<file path="src/swfd_pkg.sv">
package swfd_pkg;

    // ------------------------------------------------------------
    // Widths
    // ------------------------------------------------------------
    localparam int WORD_W = 16;
    localparam int AP_W   = 32;

    // ------------------------------------------------------------
    // Keys field positions (bit 1 is the most significant bit)
    // ------------------------------------------------------------
    localparam int KEY_ERR    = 15;  // Arithmetic error flag, bit 1
    localparam int KEY_PREC   = 14;  // Precision select, bit 2
    localparam int KEY_LINK   = 13;  // Link, bit 3
    localparam int KEY_MODE_H = 12;  // Mode, bits 4-6
    localparam int KEY_MODE_L = 10;
    localparam int KEY_FPX    = 9;   // Bit 7
    localparam int KEY_INTX   = 8;   // Bit 8
    localparam int KEY_NEG    = 7;   // Bit 9
    localparam int KEY_ZERO   = 6;   // Bit 10
    localparam int KEY_DECX   = 5;   // Bit 11
    localparam int KEY_DISP   = 1;   // Bit 15
    localparam int KEY_SAVED  = 0;   // Bit 16

    // Writable keys bits, virtual and sector/relative layouts
    localparam logic [15:0] KEYS_V_WMASK  = 16'hBFE0;
    localparam logic [15:0] KEYS_SR_WMASK = 16'hFC00;
    localparam logic [15:0] KEYS_V_PX     = 16'h0003;

    // ------------------------------------------------------------
    // Modals field positions
    // ------------------------------------------------------------
    localparam int MOD_IEN    = 15;
    localparam int MOD_VEC    = 14;
    localparam int MOD_RSET_H = 7;   // Bits 9-11
    localparam int MOD_RSET_L = 5;
    localparam int MOD_MIO    = 4;
    localparam int MOD_PX     = 3;
    localparam int MOD_SEG    = 2;
    localparam int MOD_MCK_H  = 1;
    localparam int MOD_MCK_L  = 0;
    localparam logic [15:0] MODALS_WMASK = 16'hC01F;
    localparam logic [15:0] MODALS_PX    = 16'h00E0;

    // ------------------------------------------------------------
    // Reset values
    // ------------------------------------------------------------
    localparam logic [15:0] KEYS_RST   = 16'h0000;
    localparam logic [15:0] MODALS_RST = 16'h0000;

    // ------------------------------------------------------------
    // Addressing modes
    // ------------------------------------------------------------
    localparam logic [2:0] SECTOR16_MODE   = 3'h0;
    localparam logic [2:0] SECTOR32_MODE   = 3'h1;
    localparam logic [2:0] RELATIVE32_MODE = 3'h3;
    localparam logic [2:0] RELATIVE64_MODE = 3'h2;
    localparam logic [2:0] VIRTUAL64_MODE  = 3'h6;
    localparam logic [2:0] GENERAL_REG_MODE = 3'h4;

    // ------------------------------------------------------------
    // Instruction formats
    // ------------------------------------------------------------
    localparam logic [3:0] IO_MARK     = 4'hC;
    localparam logic [3:0] GENERIC_MID = 4'h0;

    typedef enum logic [2:0] {
        FMT_GENERIC,
        FMT_SHIFT,
        FMT_IO,
        FMT_DECIMAL,
        FMT_CHARACTER,
        FMT_ADDR_PTR,
        FMT_BRANCH
    } swfd_fmt_type;

    typedef enum logic [1:0] {
        IO_CONTROL,
        IO_SENSE,
        IO_INPUT,
        IO_OUTPUT
    } swfd_io_class_type;

endpackage : swfd_pkg

</file>
<file path="src/swfd_status_word.sv">
`timescale 1ns/1ns
module swfd_status_word
    import swfd_pkg::*;
(
    input  wire logic                   clk_i,
    input  wire logic                   nrst_i,
    input  wire logic                   ce_i,
    // Status instruction strobes
    input  wire logic                   load_status_word_op_i,
    input  wire logic [31:0]            status_data_i,
    input  wire logic                   acc_to_keys_op_i,
    input  wire logic                   output_keys_op_i,
    input  wire logic [15:0]            acc_i,
    input  wire logic                   keys_to_acc_op_i,
    output logic      [15:0]            acc_keys_o,
    // Process exchange
    input  wire logic                   px_write_i,
    input  wire logic                   px_dispatcher_i,
    input  wire logic                   px_save_done_i,
    input  wire logic [2:0]             px_register_set_i,
    // Arithmetic result
    input  wire logic                   result_valid_i,
    input  wire logic                   result_is_skip_op_i,
    input  wire logic                   result_carry_i,
    input  wire logic                   result_zero_i,
    input  wire logic                   result_ext_sign_i,
    // Exceptions
    input  wire logic                   arith_error_i,
    input  wire logic                   fp_exc_i,
    input  wire logic                   int_exc_i,
    input  wire logic                   dec_exc_i,
    output logic                        fault_o,
    // Status outputs
    output logic      [15:0]            status_keys_o,
    output logic      [15:0]            processor_modals_o,
    output logic      [2:0]             addr_mode_o,
    output logic                        virtual_mode_o,
    output logic                        precision_select_o,
    output logic                        interrupt_enable_o,
    output logic      [2:0]             active_register_set_o,
    // Instruction decode
    input  wire logic                   decode_load_i,
    input  wire swfd_pkg::swfd_fmt_type decode_fmt_i,
    input  wire logic [15:0]            decode_word_i,
    input  wire logic [31:0]            decode_ext_i,
    input  wire logic [15:0]            proc_base_i,
    output logic      [15:0]            opcode_o,
    output logic      [5:0]             shift_count_o,
    output swfd_pkg::swfd_io_class_type io_class_o,
    output logic      [3:0]             io_function_o,
    output logic      [5:0]             io_device_o,
    output logic      [31:0]            address_pointer_field_o,
    output logic      [15:0]            branch_target_o,
    output logic                        uses_field_regs_o,
    output logic                        uses_control_word_o,
    output logic                        format_error_o
);
    import swfd_pkg::*;

    // ------------------------------------------------------------
    // Status registers
    // ------------------------------------------------------------
    logic [15:0] keys_r,   keys_nxt;
    logic [15:0] modals_r, modals_nxt;
    logic        fault_r,  fault_nxt;
    logic [15:0] acc_r,    acc_nxt;
    logic        is_virt;
    logic [15:0] kmask;
    logic [15:0] sw_keys;
    logic        err_event;

    assign is_virt = (keys_r[KEY_MODE_H:KEY_MODE_L] == VIRTUAL64_MODE);
    assign kmask   = is_virt ? KEYS_V_WMASK : KEYS_SR_WMASK;

    always_comb
    begin
        keys_nxt   = keys_r;
        modals_nxt = modals_r;
        fault_nxt  = 1'b0;
        acc_nxt    = acc_r;
        sw_keys    = 16'h0000;
        err_event  = arith_error_i;
        // Software loads, exchange bits preserved
        if (load_status_word_op_i)
        begin
            keys_nxt   = (keys_r & ~kmask) | (status_data_i[31:16] & kmask);
            modals_nxt = (modals_r & ~MODALS_WMASK)
                       | (status_data_i[15:0] & MODALS_WMASK);
        end
        else if (acc_to_keys_op_i || output_keys_op_i)
        begin
            sw_keys  = acc_i;
            keys_nxt = (keys_r & ~kmask) | (sw_keys & kmask);
        end
        if (keys_to_acc_op_i)
            acc_nxt = keys_r;
        // Process exchange owns dispatcher, save-done and register set
        if (px_write_i)
        begin
            keys_nxt[KEY_DISP]  = px_dispatcher_i;
            keys_nxt[KEY_SAVED] = px_save_done_i;
            modals_nxt[MOD_RSET_H:MOD_RSET_L] = px_register_set_i;
        end
        // Condition codes and link from results
        if (result_valid_i)
        begin
            if (!result_is_skip_op_i)
                keys_nxt[KEY_LINK] = result_carry_i;
            if (is_virt)
            begin
                keys_nxt[KEY_ZERO] = result_zero_i;
                keys_nxt[KEY_NEG]  = result_ext_sign_i;
            end
        end
        // Exception routing
        if (is_virt)
        begin
            if (fp_exc_i)
            begin
                if (keys_r[KEY_FPX])
                    err_event = 1'b1;
                else
                    fault_nxt = 1'b1;
            end
            if (int_exc_i)
            begin
                if (keys_r[KEY_INTX])
                    fault_nxt = 1'b1;
                else
                    err_event = 1'b1;
            end
            if (dec_exc_i)
            begin
                if (keys_r[KEY_DECX])
                    fault_nxt = 1'b1;
                else
                    err_event = 1'b1;
            end
        end
        // Error event wins over a software clear
        if (err_event)
            keys_nxt[KEY_ERR] = 1'b1;
        // Layout follows the mode being entered; exchange bits survive mode changes
        keys_nxt   = keys_nxt & ((keys_nxt[KEY_MODE_H:KEY_MODE_L] == VIRTUAL64_MODE)
                   ? (KEYS_V_WMASK | KEYS_V_PX) : (KEYS_SR_WMASK | KEYS_V_PX));
        modals_nxt = modals_nxt & (MODALS_WMASK | MODALS_PX);
    end

    always_ff @(posedge clk_i)
    begin
        if (!nrst_i)
        begin
            keys_r   <= KEYS_RST;
            modals_r <= MODALS_RST;
            fault_r  <= 1'b0;
            acc_r    <= 16'h0000;
        end
        else if (ce_i)
        begin
            keys_r   <= keys_nxt;
            modals_r <= modals_nxt;
            fault_r  <= fault_nxt;
            acc_r    <= acc_nxt;
        end
    end

    assign status_keys_o         = keys_r;
    assign processor_modals_o    = modals_r;
    assign acc_keys_o            = acc_r;
    assign fault_o               = fault_r;
    assign addr_mode_o           = keys_r[KEY_MODE_H:KEY_MODE_L];
    assign virtual_mode_o        = is_virt;
    assign precision_select_o    = keys_r[KEY_PREC];
    assign interrupt_enable_o    = modals_r[MOD_IEN];
    assign active_register_set_o = modals_r[MOD_RSET_H:MOD_RSET_L];

    // ------------------------------------------------------------
    // Instruction format decode
    // ------------------------------------------------------------
    swfd_format_decode u_decode (
        .clk_i                   (clk_i),
        .nrst_i                  (nrst_i),
        .ce_i                    (ce_i),
        .load_i                  (decode_load_i),
        .fmt_i                   (decode_fmt_i),
        .word1_i                 (decode_word_i),
        .ext_i                   (decode_ext_i),
        .proc_base_i             (proc_base_i),
        .opcode_o                (opcode_o),
        .shift_count_o           (shift_count_o),
        .io_class_o              (io_class_o),
        .io_function_o           (io_function_o),
        .io_device_o             (io_device_o),
        .address_pointer_field_o (address_pointer_field_o),
        .branch_target_o         (branch_target_o),
        .uses_field_regs_o       (uses_field_regs_o),
        .uses_control_word_o     (uses_control_word_o),
        .format_error_o          (format_error_o)
    );

    // ------------------------------------------------------------
    // Assertions
    // ------------------------------------------------------------
    property p_err_set;
        @(posedge clk_i) disable iff (!nrst_i)
        (ce_i && arith_error_i) |=> keys_r[KEY_ERR];
    endproperty
    a_err_set: assert property (p_err_set) else $error("error flag not set");

    property p_keys_load;
        @(posedge clk_i) disable iff (!nrst_i)
        (ce_i && acc_to_keys_op_i && !load_status_word_op_i && !px_write_i
         && !result_valid_i && !arith_error_i && !fp_exc_i && !int_exc_i && !dec_exc_i
         && is_virt && acc_i[KEY_MODE_H:KEY_MODE_L] == VIRTUAL64_MODE)
        |=> keys_r == (($past(keys_r) & KEYS_V_PX) | ($past(acc_i) & KEYS_V_WMASK));
    endproperty
    a_keys_load: assert property (p_keys_load) else $error("keys transfer wrong");

    property p_ce_hold;
        @(posedge clk_i) disable iff (!nrst_i)
        !ce_i |=> $stable(keys_r) && $stable(modals_r) && $stable(acc_r);
    endproperty
    a_ce_hold: assert property (p_ce_hold) else $error("state moved while frozen");

    property p_fp_fault;
        @(posedge clk_i) disable iff (!nrst_i)
        (ce_i && is_virt && fp_exc_i && !keys_r[KEY_FPX]) |=> fault_o;
    endproperty
    a_fp_fault: assert property (p_fp_fault) else $error("fp fault missing");

    property p_int_fault;
        @(posedge clk_i) disable iff (!nrst_i)
        (ce_i && is_virt && int_exc_i && keys_r[KEY_INTX]) |=> fault_o;
    endproperty
    a_int_fault: assert property (p_int_fault) else $error("int fault missing");

    property p_dec_flag;
        @(posedge clk_i) disable iff (!nrst_i)
        (ce_i && is_virt && dec_exc_i && !keys_r[KEY_DECX]
         && !int_exc_i && !fp_exc_i) |=> !fault_o && keys_r[KEY_ERR];
    endproperty
    a_dec_flag: assert property (p_dec_flag) else $error("dec exception wrong");

    property p_px_bits;
        @(posedge clk_i) disable iff (!nrst_i)
        (ce_i && !px_write_i) |=> $stable(keys_r[1:0]) && $stable(active_register_set_o);
    endproperty
    a_px_bits: assert property (p_px_bits) else $error("exchange bits changed");

    property p_link;
        @(posedge clk_i) disable iff (!nrst_i)
        (ce_i && result_valid_i && !result_is_skip_op_i)
        |=> keys_r[KEY_LINK] == $past(result_carry_i);
    endproperty
    a_link: assert property (p_link) else $error("link not loaded");

    property p_skip_link;
        @(posedge clk_i) disable iff (!nrst_i)
        (ce_i && result_valid_i && result_is_skip_op_i && !load_status_word_op_i
         && !acc_to_keys_op_i && !output_keys_op_i) |=> $stable(keys_r[KEY_LINK]);
    endproperty
    a_skip_link: assert property (p_skip_link) else $error("skip op moved link");

    property p_zero_neg;
        @(posedge clk_i) disable iff (!nrst_i)
        (ce_i && result_valid_i && is_virt && !load_status_word_op_i
         && keys_nxt[KEY_MODE_H:KEY_MODE_L] == VIRTUAL64_MODE)
        |=> keys_r[KEY_ZERO] == $past(result_zero_i)
            && keys_r[KEY_NEG] == $past(result_ext_sign_i);
    endproperty
    a_zero_neg: assert property (p_zero_neg) else $error("condition codes wrong");

    property p_reserved;
        @(posedge clk_i) disable iff (!nrst_i)
        (modals_r[13:8] == 6'h00) && (!is_virt || (keys_r[4:2] == 3'h0 && !keys_r[14]));
    endproperty
    a_reserved: assert property (p_reserved) else $error("reserved bit set");

endmodule : swfd_status_word

</file>
<file path="src/swfd_format_decode.sv">
`timescale 1ns/1ns
module swfd_format_decode
    import swfd_pkg::*;
(
    input  wire logic                      clk_i,
    input  wire logic                      nrst_i,
    input  wire logic                      ce_i,
    input  wire logic                      load_i,
    input  wire swfd_pkg::swfd_fmt_type    fmt_i,
    input  wire logic [15:0]               word1_i,
    input  wire logic [31:0]               ext_i,
    input  wire logic [15:0]               proc_base_i,
    output logic      [15:0]               opcode_o,
    output logic      [5:0]                shift_count_o,
    output swfd_pkg::swfd_io_class_type    io_class_o,
    output logic      [3:0]                io_function_o,
    output logic      [5:0]                io_device_o,
    output logic      [31:0]               address_pointer_field_o,
    output logic      [15:0]               branch_target_o,
    output logic                           uses_field_regs_o,
    output logic                           uses_control_word_o,
    output logic                           format_error_o
);
    logic [15:0]        opcode_r,  opcode_nxt;
    logic [5:0]         shift_r,   shift_nxt;
    swfd_io_class_type  cls_r,     cls_nxt;
    logic [3:0]         func_r,    func_nxt;
    logic [5:0]         dev_r,     dev_nxt;
    logic [31:0]        ap_r,      ap_nxt;
    logic [15:0]        br_r,      br_nxt;
    logic               fld_r,     fld_nxt;
    logic               ctl_r,     ctl_nxt;
    logic               err_r,     err_nxt;
    logic [15:0]        word_offset_field;

    assign word_offset_field = ext_i[31:16];

    always_comb
    begin
        opcode_nxt = opcode_r;
        shift_nxt  = shift_r;
        cls_nxt    = cls_r;
        func_nxt   = func_r;
        dev_nxt    = dev_r;
        ap_nxt     = ap_r;
        br_nxt     = br_r;
        fld_nxt    = fld_r;
        ctl_nxt    = ctl_r;
        err_nxt    = err_r;
        if (load_i)
        begin
            opcode_nxt = word1_i;
            shift_nxt  = 6'h00;
            fld_nxt    = 1'b0;
            ctl_nxt    = 1'b0;
            err_nxt    = 1'b0;
            case (fmt_i)
                FMT_GENERIC:
                    err_nxt = (word1_i[13:10] != GENERIC_MID);
                FMT_SHIFT:
                begin
                    opcode_nxt = {word1_i[15:6], 6'h00};
                    shift_nxt  = 6'(~word1_i[5:0] + 6'h01);
                    err_nxt    = (word1_i[13:10] != GENERIC_MID);
                end
                FMT_IO:
                begin
                    cls_nxt  = swfd_io_class_type'(word1_i[15:14]);
                    func_nxt = word1_i[9:6];
                    dev_nxt  = word1_i[5:0];
                    err_nxt  = (word1_i[13:10] != IO_MARK);
                end
                FMT_DECIMAL:
                begin
                    fld_nxt = 1'b1;
                    ctl_nxt = 1'b1;
                end
                FMT_CHARACTER:
                    fld_nxt = 1'b1;
                FMT_ADDR_PTR:
                    ap_nxt = ext_i;
                FMT_BRANCH:
                    br_nxt = 16'(proc_base_i + word_offset_field);
                default:
                    err_nxt = 1'b1;
            endcase
        end
    end

    always_ff @(posedge clk_i)
    begin
        if (!nrst_i)
        begin
            opcode_r <= 16'h0000;
            shift_r  <= 6'h00;
            cls_r    <= IO_CONTROL;
            func_r   <= 4'h0;
            dev_r    <= 6'h00;
            ap_r     <= 32'h0000_0000;
            br_r     <= 16'h0000;
            fld_r    <= 1'b0;
            ctl_r    <= 1'b0;
            err_r    <= 1'b0;
        end
        else if (ce_i)
        begin
            opcode_r <= opcode_nxt;
            shift_r  <= shift_nxt;
            cls_r    <= cls_nxt;
            func_r   <= func_nxt;
            dev_r    <= dev_nxt;
            ap_r     <= ap_nxt;
            br_r     <= br_nxt;
            fld_r    <= fld_nxt;
            ctl_r    <= ctl_nxt;
            err_r    <= err_nxt;
        end
    end

    assign opcode_o                = opcode_r;
    assign shift_count_o           = shift_r;
    assign io_class_o              = cls_r;
    assign io_function_o           = func_r;
    assign io_device_o             = dev_r;
    assign address_pointer_field_o = ap_r;
    assign branch_target_o         = br_r;
    assign uses_field_regs_o       = fld_r;
    assign uses_control_word_o     = ctl_r;
    assign format_error_o          = err_r;

endmodule : swfd_format_decode

</file>
<file path="config.mk">
export PLATFORM = sky130hd
export DESIGN_NAME = swfd_status_word
export DESIGN_NICKNAME = d
export VERILOG_FILES = /design/src/swfd_pkg.sv /design/src/swfd_status_word.sv /design/src/swfd_format_decode.sv
export SDC_FILE = /design/constraint.sdc
export NUM_CORES = 1
export LEC_CHECK = 0
export CAP_MARGIN = 20
export CORE_MARGIN = 3
export CORE_UTILIZATION = 35
export DETAILED_ROUTE_END_ITERATION = 8
export DONT_BUFFER_PORTS = 1
export REMOVE_ABC_BUFFERS = 1
export SLEW_MARGIN = 20
export SYNTH_ARGS = -nofsm -noshare
export SYNTH_HDL_FRONTEND = slang
export SYNTH_SLANG_ARGS = --single-unit
</file>
<file path="constraint.sdc">
create_clock -name clk_i -period 1.92 [get_ports clk_i]
set_input_delay 0.192 -clock clk_i [delete_from_list [all_inputs] [get_ports clk_i]]
set_output_delay 0.192 -clock clk_i [all_outputs]
set_load 0.005 [all_outputs]
</file>
==> results.toml <==
[critical_path]
rrSetupSlack_ns = 0.38
max_stage_delay_ns = 0.74
crit_path_start_kind = "primary input"
cpLargestDelayFamily = "buffers and inverters"
crit_fanout = 23
arrival_ns = 1.93
timing.rr.end = "status_keys_o[7]$_SDFFE_PN0P_"
cpMaxStageDelayCell = "dlymetal6s4s_1"
end_kind = "flop"
r2r_start = "status_keys_o[10]$_SDFFE_PN0P_"
rr_worst_depth = 6
required_ns = 2.27
critPathBufInv = 1
critPathKind = "primary input to flop"
path_cells = "dlymetal6s4s_1 > o211ai_2 > nor3b_4 > o221ai_1 > a21boi_1"

[cells_and_area]
multi_input_area_sq_mm = 0.00311
drive_above_1_share_pct = 8.02
nFillCells = 1657
area_growth_pct = 26.1
fin_cells = 1006
register_area_sq_mm = 0.00244
nets = 928
num_antenna_cells = 0
finalInstanceArea_sq_mm = 0.00749
fin_util_pct = 45.2

[synth]
ys_ff_latch = 122
synth_common_cells = "169 x nand2_1, 122 x dfxtp_1, 50 x a21boi_0, 28 x a21boi_1"
netlist_area_sq_mm = 0.00594
synth_seq_area_share_pct = 41.1
syn_avg_cell_area_sq_um = 8.43
synth_top_cell_by_area = "dfxtp_1"
synth_async_sr_flop_share_pct = 0
synth_most_common_cell = "nand2_1"
synth.area.top_cells = "dfxtp_1 41%, nand2_1 11%, a21boi_0 6.3%"
synthCells = 705
synth_cell_types = 62
synth_edf_count = 0
synth_flop_cell = "dfxtp_1"
yosysTopAreaCellShare_pct = 41.1
yosys_warnings = 0

[timing]
finalCriticalPeriod_ns = 1.59
fin_setup_tns_ns = 0
max_freq_mhz = 631
worst_slack_ns = 0.335
rsz0062_at_grt = "false"
skew_ns = 0.00574
max_slew.worst_pin.slew_ns = 0.889
hold_viol = 0
slew_viol_final = 0
slew_headroom_pct = 40.8
finalCritPeriodShare_pct = 82.6
setup_viol = 0

[floorplan]
ioPinCount = 281
coreArea_sq_mm = 0.0166
initial_core_util_pct = 35.8
die_w_um = 136
row_count = 47
die-area_sq_mm = 0.0186
die_h_um = 136

[placement]
port_buffers = 0
post-place-ws_ns = 0.0140
dp_cells = 887
dpl_cell_area_sq_mm = 0.00599
dp_hpwl_mm = 11.6
gp_congestion = 0.875

[min_path]
hp-class = "primary input to flop"
min_to = "processor_modals_o[0]$_SDFFE_PN0P_"
holdCritStartpoint = "ce_i"
hold_depth = 2

[cts]
cts_root_buf = "clkbuf_16"
clk_path_buf_depth = 2
cts_tree = "yes"
htreeDepth = 4
path_clk_slew_ns = 0.06
post_cts_buffers = 0
cts_made_buffers = 17
cts_num_sinks = 122
clk_latency_ns = 0.41

[run]
max_cap_viol_count = 0

[global_route]
grtUsageTotal_pct = 18.4
antenna_found_initial = 0
grt_max_degree = 109
gr-total-overflow = 0
grt_pass1_wl_mm = 26.6
grt_pass1_vias = 4977

[power_and_ir_drop]
powerDensity_mw_per_mm2 = 892
vdd_ir_drop_max_v = 0.000593
p_leak_nw = 2.79

[drt]
avgRoutedWirePerCell_um = 17.6
vias = 5042
firstDrtPassIters = 4
drc_errors = 0
vias_per_cell = 5.01
drt_iter0_markers = 307
wl_mm = 17.7
antenna_left = 0

[status]
status = "complete, no violations"
-- flip-flops by register name, summed over array words and instances (netlist names) --
signal	cells
acc_keys_o	13
fault_o	1
processor_modals_o	10
status_keys_o	13
u_decode.address_pointer_field_o	32
u_decode.branch_target_o	16
u_decode.format_error_o	1
u_decode.io_class_o	2
u_decode.io_device_o	6
u_decode.io_function_o	4
u_decode.opcode_o	16
u_decode.shift_count_o	6
u_decode.uses_control_word_o	1
u_decode.uses_field_regs_o	1
-- worst reg2reg max path, stage by stage, from the launching register on --
cell and delay, ns:
dfxtp_1 0.38, or2_2 0.43, inv_2 0.12, and2_4 0.18
o22ai_1 0.08, a21boi_1 0.16, o21a_1 0.14
-- layout by cell type, fill, tap and decap left out, types with 2 or more instances in the layout --
master and count:
o21ai_1 6, mux2i_1 21, inv_1 14, a21boi_0 50, nor2_1 9, a222oi_1 2, bufinv_16 3, nand2_1 169
nand3b_1 2, o211a_1 4, nor2b_1 26, a21boi_1 28, nand2b_1 11, o221ai_1 3, o21a_1 4, o21ai_0 15
a31oi_1 7, dfxtp_1 122, clkinvlp_4 4, clkbuf_16 17, a21oi_1 23, nand3_1 26, ha_1 16, o31ai_1 2
xor2_1 10, conb_1 12, dlygate4sd3_1 85, xnor2_1 5, nor3_1 14, a22oi_1 6, a21o_1 3, buf_4 14
and2_1 8, and3_1 2, nand4_1 2, o22ai_1 3, o211ai_1 4, inv_6 5
-- timing repair --
| action | in CTS | in global routing |
|---|---|---|
| setup endpoints to repair | 0 | 10 |
| hold endpoints to repair | 122 | 0 |
| hold buffers | 87 | 0 |
| gates resized for setup | 0 | 1 |
-- power breakdown --
part / switching (mW) / leakage (nW) / internal (mW)
logic: 0.350 / 1.51 / 0.342
registers: 0.0601 / 0.989 / 2.60
clock network: 1.27 / 0.289 / 2.07
-- cell families (layout without fill, tap and decap cells) --
family / after synthesis / in the layout / synth area share, %
fa+ha+maj: 17 / 17 / 3.71
simple gates: 279 / 279 / 21.5
other cells: 1 / 12 / 0.0631
mux: 22 / 22 / 3.73
compound gates: 171 / 171 / 20.4
flops: 122 / 122 / 41.1
buf+inv: 78 / 148 / 7.29
xor+xnor: 15 / 15 / 2.21
-- worst max path at each step --
stage	cells past startpoint	to	start	slack (ns)
6_report	5	status_keys_o[8]$_SDFFE_PN0P_	ce_i	0.33
5_1_grt	6	status_keys_o[6]$_SDFFE_PN0P_	status_keys_o[10]$_SDFFE_PN0P_	0.22
4_1_cts	5	status_keys_o[7]$_SDFFE_PN0P_	ce_i	0.02
3_5_place_dp	10	u_decode.branch_target_o[12]$_SDFFE_PN0P_	decode_ext_i[16]	0.01
3_3_place_gp	10	u_decode.branch_target_o[12]$_SDFFE_PN0P_	decode_ext_i[16]	0.03
2_1_floorplan	4	u_decode.branch_target_o[12]$_SDFFE_PN0P_	decode_load_i	0.03
-- per-layer routing --
layer | GRT usage (%) | up-vias | wire length (um)
met5 | 0 | - | 0
met4 | 5.54 | 0 | 303
met3 | 8.92 | 24 | 1940
met2 | 29.7 | 209 | 8260
met1 | 21.5 | 2306 | 7240
li1 | - | 2503 | -
-- layout make-up --
type | count | share of cell area (%)
clock inverters | 15 | 2.52
multi-input cells | 516 | 41.5
well taps | 220 | 3.67
repair buffers | 101 | 13.3
inverters | 15 | 0.752
flip-flops and latches | 122 | 32.6
clock buffers | 17 | 5.68
-- metrics by stage --
| stage | total power, mW | hold slack [ns] |
|---|---|---|
| 2_1_floorplan | 3.09 | 0.310 |
| 3_3_place_gp | 3.22 | 0.326 |
| 3_5_place_dp | 3.22 | 0.328 |
| 4_1_cts | 6.75 | 0.0134 |
| 5_1_grt | 6.97 | 0.00127 |
| 6_report | 6.68 | 0.0180 |
Note: power is estimated with default switching activity, not from simulation.
